## src/logic/cdc_pkg.sv

```systemverilog
// Package of constants and carrier types for cable drop compensation
package cdc_pkg;
    // ==========================================================
    // Voltage units: millivolts, 16 bits
    localparam int unsigned MV_W = 16;
    localparam logic [15:0] PPS_STEP_MV = 16'h0064;
    localparam logic [15:0] PPS_CAP_MV = 16'h0514;
    localparam logic [15:0] FIXED_CAP_MV = 16'h0FA0;
    localparam logic [15:0] NONPD_MIN_MV = 16'h1388;
    localparam logic [15:0] PCT_NUM = 16'h005E;
    localparam logic [15:0] PCT_DEN = 16'h0064;
    // ==========================================================
    // Timing
    localparam int unsigned CLK_HZ = 100_000_000;
    localparam int unsigned BREATH_MS = 4000;
    localparam longint unsigned BREATH_CYC = longint'(BREATH_MS) * CLK_HZ / 1000;
    localparam int unsigned SETTLE_US = 10;
    localparam int unsigned SETTLE_CYC = SETTLE_US * (CLK_HZ / 1_000_000);
    localparam logic [15:0] SETTLE_RST = 16'h0000;
    localparam int unsigned FIXED_POS_W = 3;
    localparam logic [2:0] FIXED_POS_MAX = 3'h6;

    typedef enum logic [1:0] {
        OBJ_FIXED,
        OBJ_PPS,
        OBJ_NONE
    } obj_kind_t;

    typedef struct packed {
        logic [15:0] volt_mv;
        logic [2:0] fixed_pos;
        obj_kind_t kind;
    } power_req_t;
endpackage : cdc_pkg

```

## src/logic/cable_drop_compensation.sv

```systemverilog
// Sink-side cable drop compensation supervisor
// ==========================================================
// Function
// - After request negotiated and switch on, monitor output rail voltage until it recovers or compensation fails.
// - Start compensation when rail is below selected voltage times 0.94.
// - Fixed contract: re-request the next higher fixed object position.
// - Fixed contract: total raise never exceeds 4.0 V above original request.
// - Programmable contract: each iteration raises request 0.1 V and resends.
// - Programmable contract: cumulative raise capped at 1.3 V, then stop.
// - No higher object or cap exceeded: fail, keep the last request sent.
// - Negotiation failure enters non-PD operating mode.
// - Non-PD mode turns switch on, charging, 5 V minimum request.
// - Charging with output on drives a four-second breathing LED.
module cable_drop_compensation #(
    parameter longint unsigned BREATH_CYCLES = cdc_pkg::BREATH_CYC,
    parameter int unsigned SETTLE_CYCLES = cdc_pkg::SETTLE_CYC,
    parameter int unsigned FIXED_DEPTH = 7
) (
    // Clock and reset
    input wire logic I_CORE_CLK,
    input wire logic I_SYS_RST,
    // Selection and rail measurement (millivolts)
    input wire logic [15:0] I_VOLTAGE_SELECT_INPUT,
    input wire logic [15:0] I_OUTPUT_RAIL,
    // Source capabilities: fixed object table load
    input wire logic I_CAP_WR,
    input wire logic [2:0] I_CAP_POS,
    input wire logic [15:0] I_CAP_MV,
    // Negotiation result from policy engine
    input wire logic I_NEG_DONE,
    input wire logic I_NEG_FAIL,
    input wire logic I_NEG_PPS,
    input wire logic [2:0] I_NEG_POS,
    input wire logic [15:0] I_NEG_MV,
    input wire logic I_REQ_ACK,
    // Outputs
    output logic O_SWITCH_GATE_DRIVE,
    output logic O_REQ_VALID,
    output logic [15:0] O_ADJUSTED_REQUEST_VOLTAGE,
    output logic [2:0] O_REQ_POS,
    output logic O_REQ_PPS,
    output logic O_NON_PD,
    output logic O_CHARGING,
    output logic O_COMP_FAIL,
    output logic O_COMP_DONE,
    output logic O_LED
);
    // ==========================================================
    // Types and state
    typedef enum logic [2:0] {
        ST_IDLE,
        ST_SETTLE,
        ST_CHECK,
        ST_LOOKUP,
        ST_WAIT_RD,
        ST_REQ,
        ST_HOLD
    } state_t;

    state_t state_q;
    cdc_pkg::power_req_t orig_q;
    cdc_pkg::power_req_t cur_q;
    logic [15:0] settle_q;
    logic [15:0] fixed_mv;
    logic [2:0] rd_pos;
    logic low_rail;

    // Rail low test: rail*100 < voltage_select_input*94, done in 32 bits
    function automatic logic below_94(input logic [15:0] rail, input logic [15:0] voltage_select_input);
        logic [31:0] lhs;
        logic [31:0] rhs;
        lhs = 32'(rail) * 32'(cdc_pkg::PCT_DEN);
        rhs = 32'(voltage_select_input) * 32'(cdc_pkg::PCT_NUM);
        return lhs < rhs;
    endfunction : below_94

    assign low_rail = below_94(I_OUTPUT_RAIL, I_VOLTAGE_SELECT_INPUT);
    assign rd_pos = cur_q.fixed_pos + 3'h1;

    fixed_table #(
        .DEPTH(FIXED_DEPTH)
    ) u_table (
        .i_clk(I_CORE_CLK),
        .i_wr(I_CAP_WR),
        .i_wr_pos(I_CAP_POS),
        .i_wr_mv(I_CAP_MV),
        .i_rd_pos(rd_pos),
        .o_rd_mv(fixed_mv)
    );

    // ==========================================================
    // Supervision sequence
    always_ff @(posedge I_CORE_CLK) begin
        if (I_SYS_RST) begin
            state_q <= ST_IDLE;
            orig_q <= '{16'h0000, 3'h0, cdc_pkg::OBJ_NONE};
            cur_q <= '{16'h0000, 3'h0, cdc_pkg::OBJ_NONE};
            settle_q <= cdc_pkg::SETTLE_RST;
            O_SWITCH_GATE_DRIVE <= 1'b0;
            O_REQ_VALID <= 1'b0;
            O_NON_PD <= 1'b0;
            O_CHARGING <= 1'b0;
            O_COMP_FAIL <= 1'b0;
            O_COMP_DONE <= 1'b0;
        end else begin
            case (state_q)
                ST_IDLE: begin
                    if (I_NEG_FAIL) begin
                        O_NON_PD <= 1'b1;
                        O_SWITCH_GATE_DRIVE <= 1'b1;
                        O_CHARGING <= 1'b1;
                        cur_q <= '{cdc_pkg::NONPD_MIN_MV, 3'h0, cdc_pkg::OBJ_NONE};
                        state_q <= ST_HOLD;
                    end else if (I_NEG_DONE) begin
                        orig_q <= '{I_NEG_MV, I_NEG_POS,
                                    I_NEG_PPS ? cdc_pkg::OBJ_PPS : cdc_pkg::OBJ_FIXED};
                        cur_q <= '{I_NEG_MV, I_NEG_POS,
                                   I_NEG_PPS ? cdc_pkg::OBJ_PPS : cdc_pkg::OBJ_FIXED};
                        O_SWITCH_GATE_DRIVE <= 1'b1;
                        O_CHARGING <= 1'b1;
                        settle_q <= cdc_pkg::SETTLE_RST;
                        state_q <= ST_SETTLE;
                    end
                end
                // Let the rail settle after each request so one sag is not counted twice
                ST_SETTLE: begin
                    if (32'(settle_q) >= SETTLE_CYCLES) begin
                        state_q <= ST_CHECK;
                    end else begin
                        settle_q <= settle_q + 16'h0001;
                    end
                end
                ST_CHECK: begin
                    if (!low_rail) begin
                        O_COMP_DONE <= 1'b1;
                        state_q <= ST_HOLD;
                    end else if (cur_q.kind == cdc_pkg::OBJ_PPS) begin
                        if (cur_q.volt_mv + cdc_pkg::PPS_STEP_MV
                            > orig_q.volt_mv + cdc_pkg::PPS_CAP_MV) begin
                            O_COMP_FAIL <= 1'b1;
                            state_q <= ST_HOLD;
                        end else begin
                            cur_q.volt_mv <= cur_q.volt_mv + cdc_pkg::PPS_STEP_MV;
                            state_q <= ST_REQ;
                        end
                    end else begin
                        state_q <= ST_LOOKUP;
                    end
                end
                ST_LOOKUP: begin
                    state_q <= ST_WAIT_RD;
                end
                ST_WAIT_RD: begin
                    if (cur_q.fixed_pos >= cdc_pkg::FIXED_POS_MAX || fixed_mv <= cur_q.volt_mv
                        || fixed_mv > orig_q.volt_mv + cdc_pkg::FIXED_CAP_MV) begin
                        O_COMP_FAIL <= 1'b1;
                        state_q <= ST_HOLD;
                    end else begin
                        cur_q.volt_mv <= fixed_mv;
                        cur_q.fixed_pos <= rd_pos;
                        state_q <= ST_REQ;
                    end
                end
                ST_REQ: begin
                    O_REQ_VALID <= 1'b1;
                    if (O_REQ_VALID && I_REQ_ACK) begin
                        O_REQ_VALID <= 1'b0;
                        settle_q <= cdc_pkg::SETTLE_RST;
                        state_q <= ST_SETTLE;
                    end
                end
                ST_HOLD: begin
                    state_q <= ST_HOLD;
                end
                default: begin
                    state_q <= ST_IDLE;
                end
            endcase
        end
    end

    // Request outputs mirror the current contract
    always_ff @(posedge I_CORE_CLK) begin
        if (I_SYS_RST) begin
            O_ADJUSTED_REQUEST_VOLTAGE <= 16'h0000;
            O_REQ_POS <= 3'h0;
            O_REQ_PPS <= 1'b0;
        end else begin
            O_ADJUSTED_REQUEST_VOLTAGE <= cur_q.volt_mv;
            O_REQ_POS <= cur_q.fixed_pos;
            O_REQ_PPS <= (cur_q.kind == cdc_pkg::OBJ_PPS);
        end
    end

    // ==========================================================
    // Breathing LED: triangle brightness into a PWM
    localparam int unsigned BR_W = $clog2(BREATH_CYCLES + 1);
    logic [BR_W-1:0] br_q;
    logic [7:0] pwm_q;
    logic [7:0] level;
    logic [BR_W-1:0] half;
    logic [63:0] ramp;

    // Scaling runs in 64 bits: a four-second count times 255 overflows 32 bits
    assign half = BR_W'(BREATH_CYCLES / 2);
    assign ramp = (br_q < half) ? 64'(br_q) : 64'(BREATH_CYCLES) - 64'(br_q);
    assign level = 8'((ramp * 64'h00FF) / 64'(half));

    always_ff @(posedge I_CORE_CLK) begin
        if (I_SYS_RST || !(O_CHARGING && O_SWITCH_GATE_DRIVE)) begin
            br_q <= '0;
            pwm_q <= 8'h00;
            O_LED <= 1'b0;
        end else begin
            br_q <= (64'(br_q) >= BREATH_CYCLES - 1) ? '0 : br_q + 1'b1;
            pwm_q <= pwm_q + 8'h01;
            O_LED <= (pwm_q < level);
        end
    end
endmodule : cable_drop_compensation

```

## src/logic/fixed_table.sv

```systemverilog
// Small memory holding source fixed object voltages by position
module fixed_table #(
    parameter int unsigned DEPTH = 7
) (
    // Clock only
    input wire logic i_clk,
    // Write port
    input wire logic i_wr,
    input wire logic [2:0] i_wr_pos,
    input wire logic [15:0] i_wr_mv,
    // Read port
    input wire logic [2:0] i_rd_pos,
    output logic [15:0] o_rd_mv
);
    // ==========================================================
    // Storage
    logic [15:0] mem_q [DEPTH];

    always_ff @(posedge i_clk) begin
        if (i_wr && (32'(i_wr_pos) < DEPTH)) begin
            mem_q[i_wr_pos] <= i_wr_mv;
        end
    end

    // Registered read; out of range reads as zero, meaning no object
    always_ff @(posedge i_clk) begin
        if (32'(i_rd_pos) < DEPTH) begin
            o_rd_mv <= mem_q[i_rd_pos];
        end else begin
            o_rd_mv <= 16'h0000;
        end
    end
endmodule : fixed_table

```

## config.mk

```make
export PLATFORM = sky130hd
export DESIGN_NAME = cable_drop_compensation
export DESIGN_NICKNAME = d
export VERILOG_FILES = /design/src/logic/cdc_pkg.sv /design/src/logic/cable_drop_compensation.sv /design/src/logic/fixed_table.sv
export SDC_FILE = /design/constraint.sdc
export NUM_CORES = 1
export LEC_CHECK = 0
export BUFFER_PORTS_ARGS = -buffer_cell sky130_fd_sc_hd__buf_4
export CAP_MARGIN = 20
export CORE_MARGIN = 3
export CORE_UTILIZATION = 55
export DETAILED_ROUTE_END_ITERATION = 10
export PLACE_DENSITY = 0.69
export SYNTH_ARGS = -nofsm -noshare
export SYNTH_HDL_FRONTEND = slang
export SYNTH_HIERARCHICAL = 1
export SYNTH_SLANG_ARGS = --single-unit
```

## constraint.sdc

```tcl
create_clock -name I_CORE_CLK -period 29.2 [get_ports I_CORE_CLK]
set_clock_uncertainty 0.2 [all_clocks]
set_input_delay 2.92 -clock I_CORE_CLK [delete_from_list [all_inputs] [get_ports I_CORE_CLK]]
set_output_delay 2.92 -clock I_CORE_CLK [all_outputs]
set_load 0.02 [all_outputs]
```

==> impl_results.md <==
- Worst setup EP type: flip-flop
- Share of final-layout standard cells stronger than drive strength 1: 8.31%
- Overall Global Routing Usage: 25.6%
- Crit Path Class: flip-flop to flip-flop
- Via density per instance: 6.06
- Combined area of all synthesized cells: 32400 sq um
- Final global-route overflow total: 0
- Initial antenna violation count: 0
- CTS tree: done
- Worst skew pair latency: 0.54 ns
- Vias post-DR: 28200
- Fraction of registers with async set/reset: 0%
- Leakage power: 15.0 nW
- Clock root buffer: sky130_fd_sc_hd__clkbuf_16
- Pwr Density: 41.3 nW/um^2
- Relative slew slack: 25.9%
- Critical path data arrival time: 27.05 ns
- Detailed Route WL: 81.6 mm
- Clk slew on worst S/H paths: 0.07 ns
- Buffers and inverters on the worst path: 10
- Worst-path fanout max: 22
- Outcome: finished clean
- Setup tns final: 0 ns
- Leading register cell type out of synthesis: sky130_fd_sc_hd__dfxtp_1
- Count of flip-flops with a built-in enable after synthesis: 112
- Post-synthesis cell type count: 140
- Sinks on the clock net: 247
- Placement Rows: 88
- Total I/O pin count: 104
- Count of placed standard cells including taps: 4608
- Achievable Freq: 37.3 MHz
- Count of antenna diodes in the layout: 0
- Largest net degree at the start of global routing: 69
- Cell at the slowest stage of the critical path: sky130_fd_sc_hd__xor2_1
- Detailed Place HPWL: 64.4 mm
- Actual slew at the worst max-slew pin: 1.10 ns
- Synth top area share: 10.5%
- Average size of a mapped cell: 8.38 sq um
- Initial standard-cell utilization of the core: 55.9%
- Final Hold Violating Endpoints: 0
- Antenna-violating nets left: 0
- Post-layout net count: 4365
- Most Frequent Cell on Critical Path: sky130_fd_sc_hd__xnor2_1
- Die width: 249 um
- Residual DRC count: 0
- Drt wl/cell: 17.5 um
- Final critical-path required period: 26.80 ns
- Full die area: 61800 sq um
- Share of synthesized area occupied by flip-flops and latches: 18.7%
- Post-CTS Setup Repair Bufs: 0
- Clk buf depth: 3
- Core Region: 57900 sq um
- Type of element launching the critical path: flip-flop
- Number of warnings printed during yosys synthesis: 6
- RD Place Congestion: 0.956
- Post-layout instance count excluding filler cells: 4653
- Period Utilization, post-route: 91.8%
- Final setup fails: 0
- Syn nets: 4358
- Top post-synthesis cells by area: sky130_fd_sc_hd__fa_1, sky130_fd_sc_hd__edfxtp_1, sky130_fd_sc_hd__ha_1
- Global-route wire length before repair: 136 mm
- Drt pass-1 iters: 6
- Clock buffers created by TritonCTS: 24
- P&R area growth vs syn: 6.41%
- End-of-flow core utilization: 59.4%
- Port bufs: 103
- Critical Path RT: 29.45 ns
- Count of H-tree levels built during CTS: 1
- Top Family by Delay on Critical Path: compound AO/OA/AOI/OAI gates
- Post-synthesis cell count: 3863
- Library cell with the largest summed area after synthesis: sky130_fd_sc_hd__fa_1
- Maximum vdd ir drop: 0.0000505 V
- Setup repair after global routing missed its margin: false
- 1st-iter DRT viols: 2411
- Die Y-Extent: 249 um
- Classification of the worst-slack hold path: flip-flop to flip-flop
- Count of max-cap constraint violations: 0
- Largest incremental delay on the critical path: 0.75 ns
- Vias in the first global route: 26500
- Final Max Slew Viols: 0
- #FFs+latches synth: 247
synthesized netlist by cell type (all sizes together) (51+ instances only):
library cell and instances:
a211oi 67, a21o 72, a21oi 232, a31oi 81, and3 53, buf 59
clkbuf 84, dfxtp 135, edfxtp 112, fa 169, ha 249, inv 355
mux2i 80, nand2 294, nand2b 51, nand3 117, nand4 52, nor2 307
nor3 94, o21ai 186, xnor2 227, xor2 127
power by group:
part / total (mW) / leakage, nW / switching [mW] / internal [mW]
clock: 0.329 / 0.409 / 0.133 / 0.195
sequential: 0.448 / 2.12 / 0.0442 / 0.403
combinational: 0.646 / 12.5 / 0.366 / 0.280
total: 1.42 / 15.0 / 0.544 / 0.878
state kept, by name, indices dropped and copies added (netlist names), 3 cells and up:
name,cells
state_q,3
O_ADJUSTED_REQUEST_VOLTAGE,16
cur_q,21
O_REQ_POS,3
br_q,29
pwm_q,8
orig_q,16
settle_q,16
u_table/mem_q,112
u_table/o_rd_mv,16
what timing repair did:
| action | 4_1_cts | 5_1_grt |
|---|---|---|
| hold endpoints to repair | 0 | 0 |
| hold buffers | 0 | 0 |
| gates resized for setup | 0 | 3 |
| endpoints found under the setup margin | 0 | 1 |
routing by layer:
layer / vias to the layer above / global-route usage, % / routed length (um)
met2: 736 / 41.1 / 37000
met5: - / 0 / 0
met3: 94 / 2.42 / 4190
li1: 13900 / - / -
met4: 0 / 4.40 / 1310
met1: 13400 / 37.9 / 39100
area by class of cell:
cell class / count / area (sq um)
sequential: 247 / 6070
clock inverter: 10 / 149
timing repair buffer: 124 / 938
inverter: 356 / 1350
clock buffer: 34 / 699
multi-input combinational: 3117 / 24300
tap: 765 / 957
fill: 5373 / 23500
worst paths after layout:
check	endpoint	slack [ns]	startpoint	cells after the start
hold / removal	orig_q[6]	0.26	orig_q[6]	2
setup reg to reg	O_LED	2.40	br_q[12]	85
setup / recovery	O_LED	2.40	br_q[12]	85
hold reg to reg	orig_q[6]	0.26	orig_q[6]	2
stage by stage:
stage	setup WS [ns]	power [mW]	cell area, sq um	hold slack (ns)
floorplan	7.17	0.928	32400	0.228
global placement	2.71	1.08	33500	0.244
detailed placement	2.01	1.09	33500	0.248
CTS	1.95	1.43	34400	0.257
global route	0.00730	1.54	34400	0.292
finish	2.40	1.42	34400	0.257
logic make-up after synthesis:
kind of cell / after synthesis / share of synthesized area, %
AOI/OAI and AO/OA: 1047 / 23.2
xor gates and xnor gates: 354 / 9.75
adders and majority gates: 422 / 20.2
buffers and inverters: 499 / 6.36
DFF: 247 / 18.7
muxes: 96 / 3.09
and+or+nand+nor: 1198 / 18.6
cells in the final DEF (no fill, tap or decap), drive strengths merged, types with 52 or more instances in the layout:
master,instances
xnor2,227
a21oi,232
mux2i,80
and3,53
a211oi,67
dfxtp,135
a31oi,81
nand3,117
buf,124
inv,356
edfxtp,112
nor3,94
nor2,307
nand4,52
nand2,294
a21o,72
xor2,127
fa,169
o21ai,186
ha,249
worst min-delay path, stage by stage (launching register included):
cell and delay, ns:
sky130_fd_sc_hd__dfxtp_1 0.31, sky130_fd_sc_hd__nand2_1 0.05, sky130_fd_sc_hd__a21oi_1 0.05
Note: power is estimated with default switching activity, not from simulation.
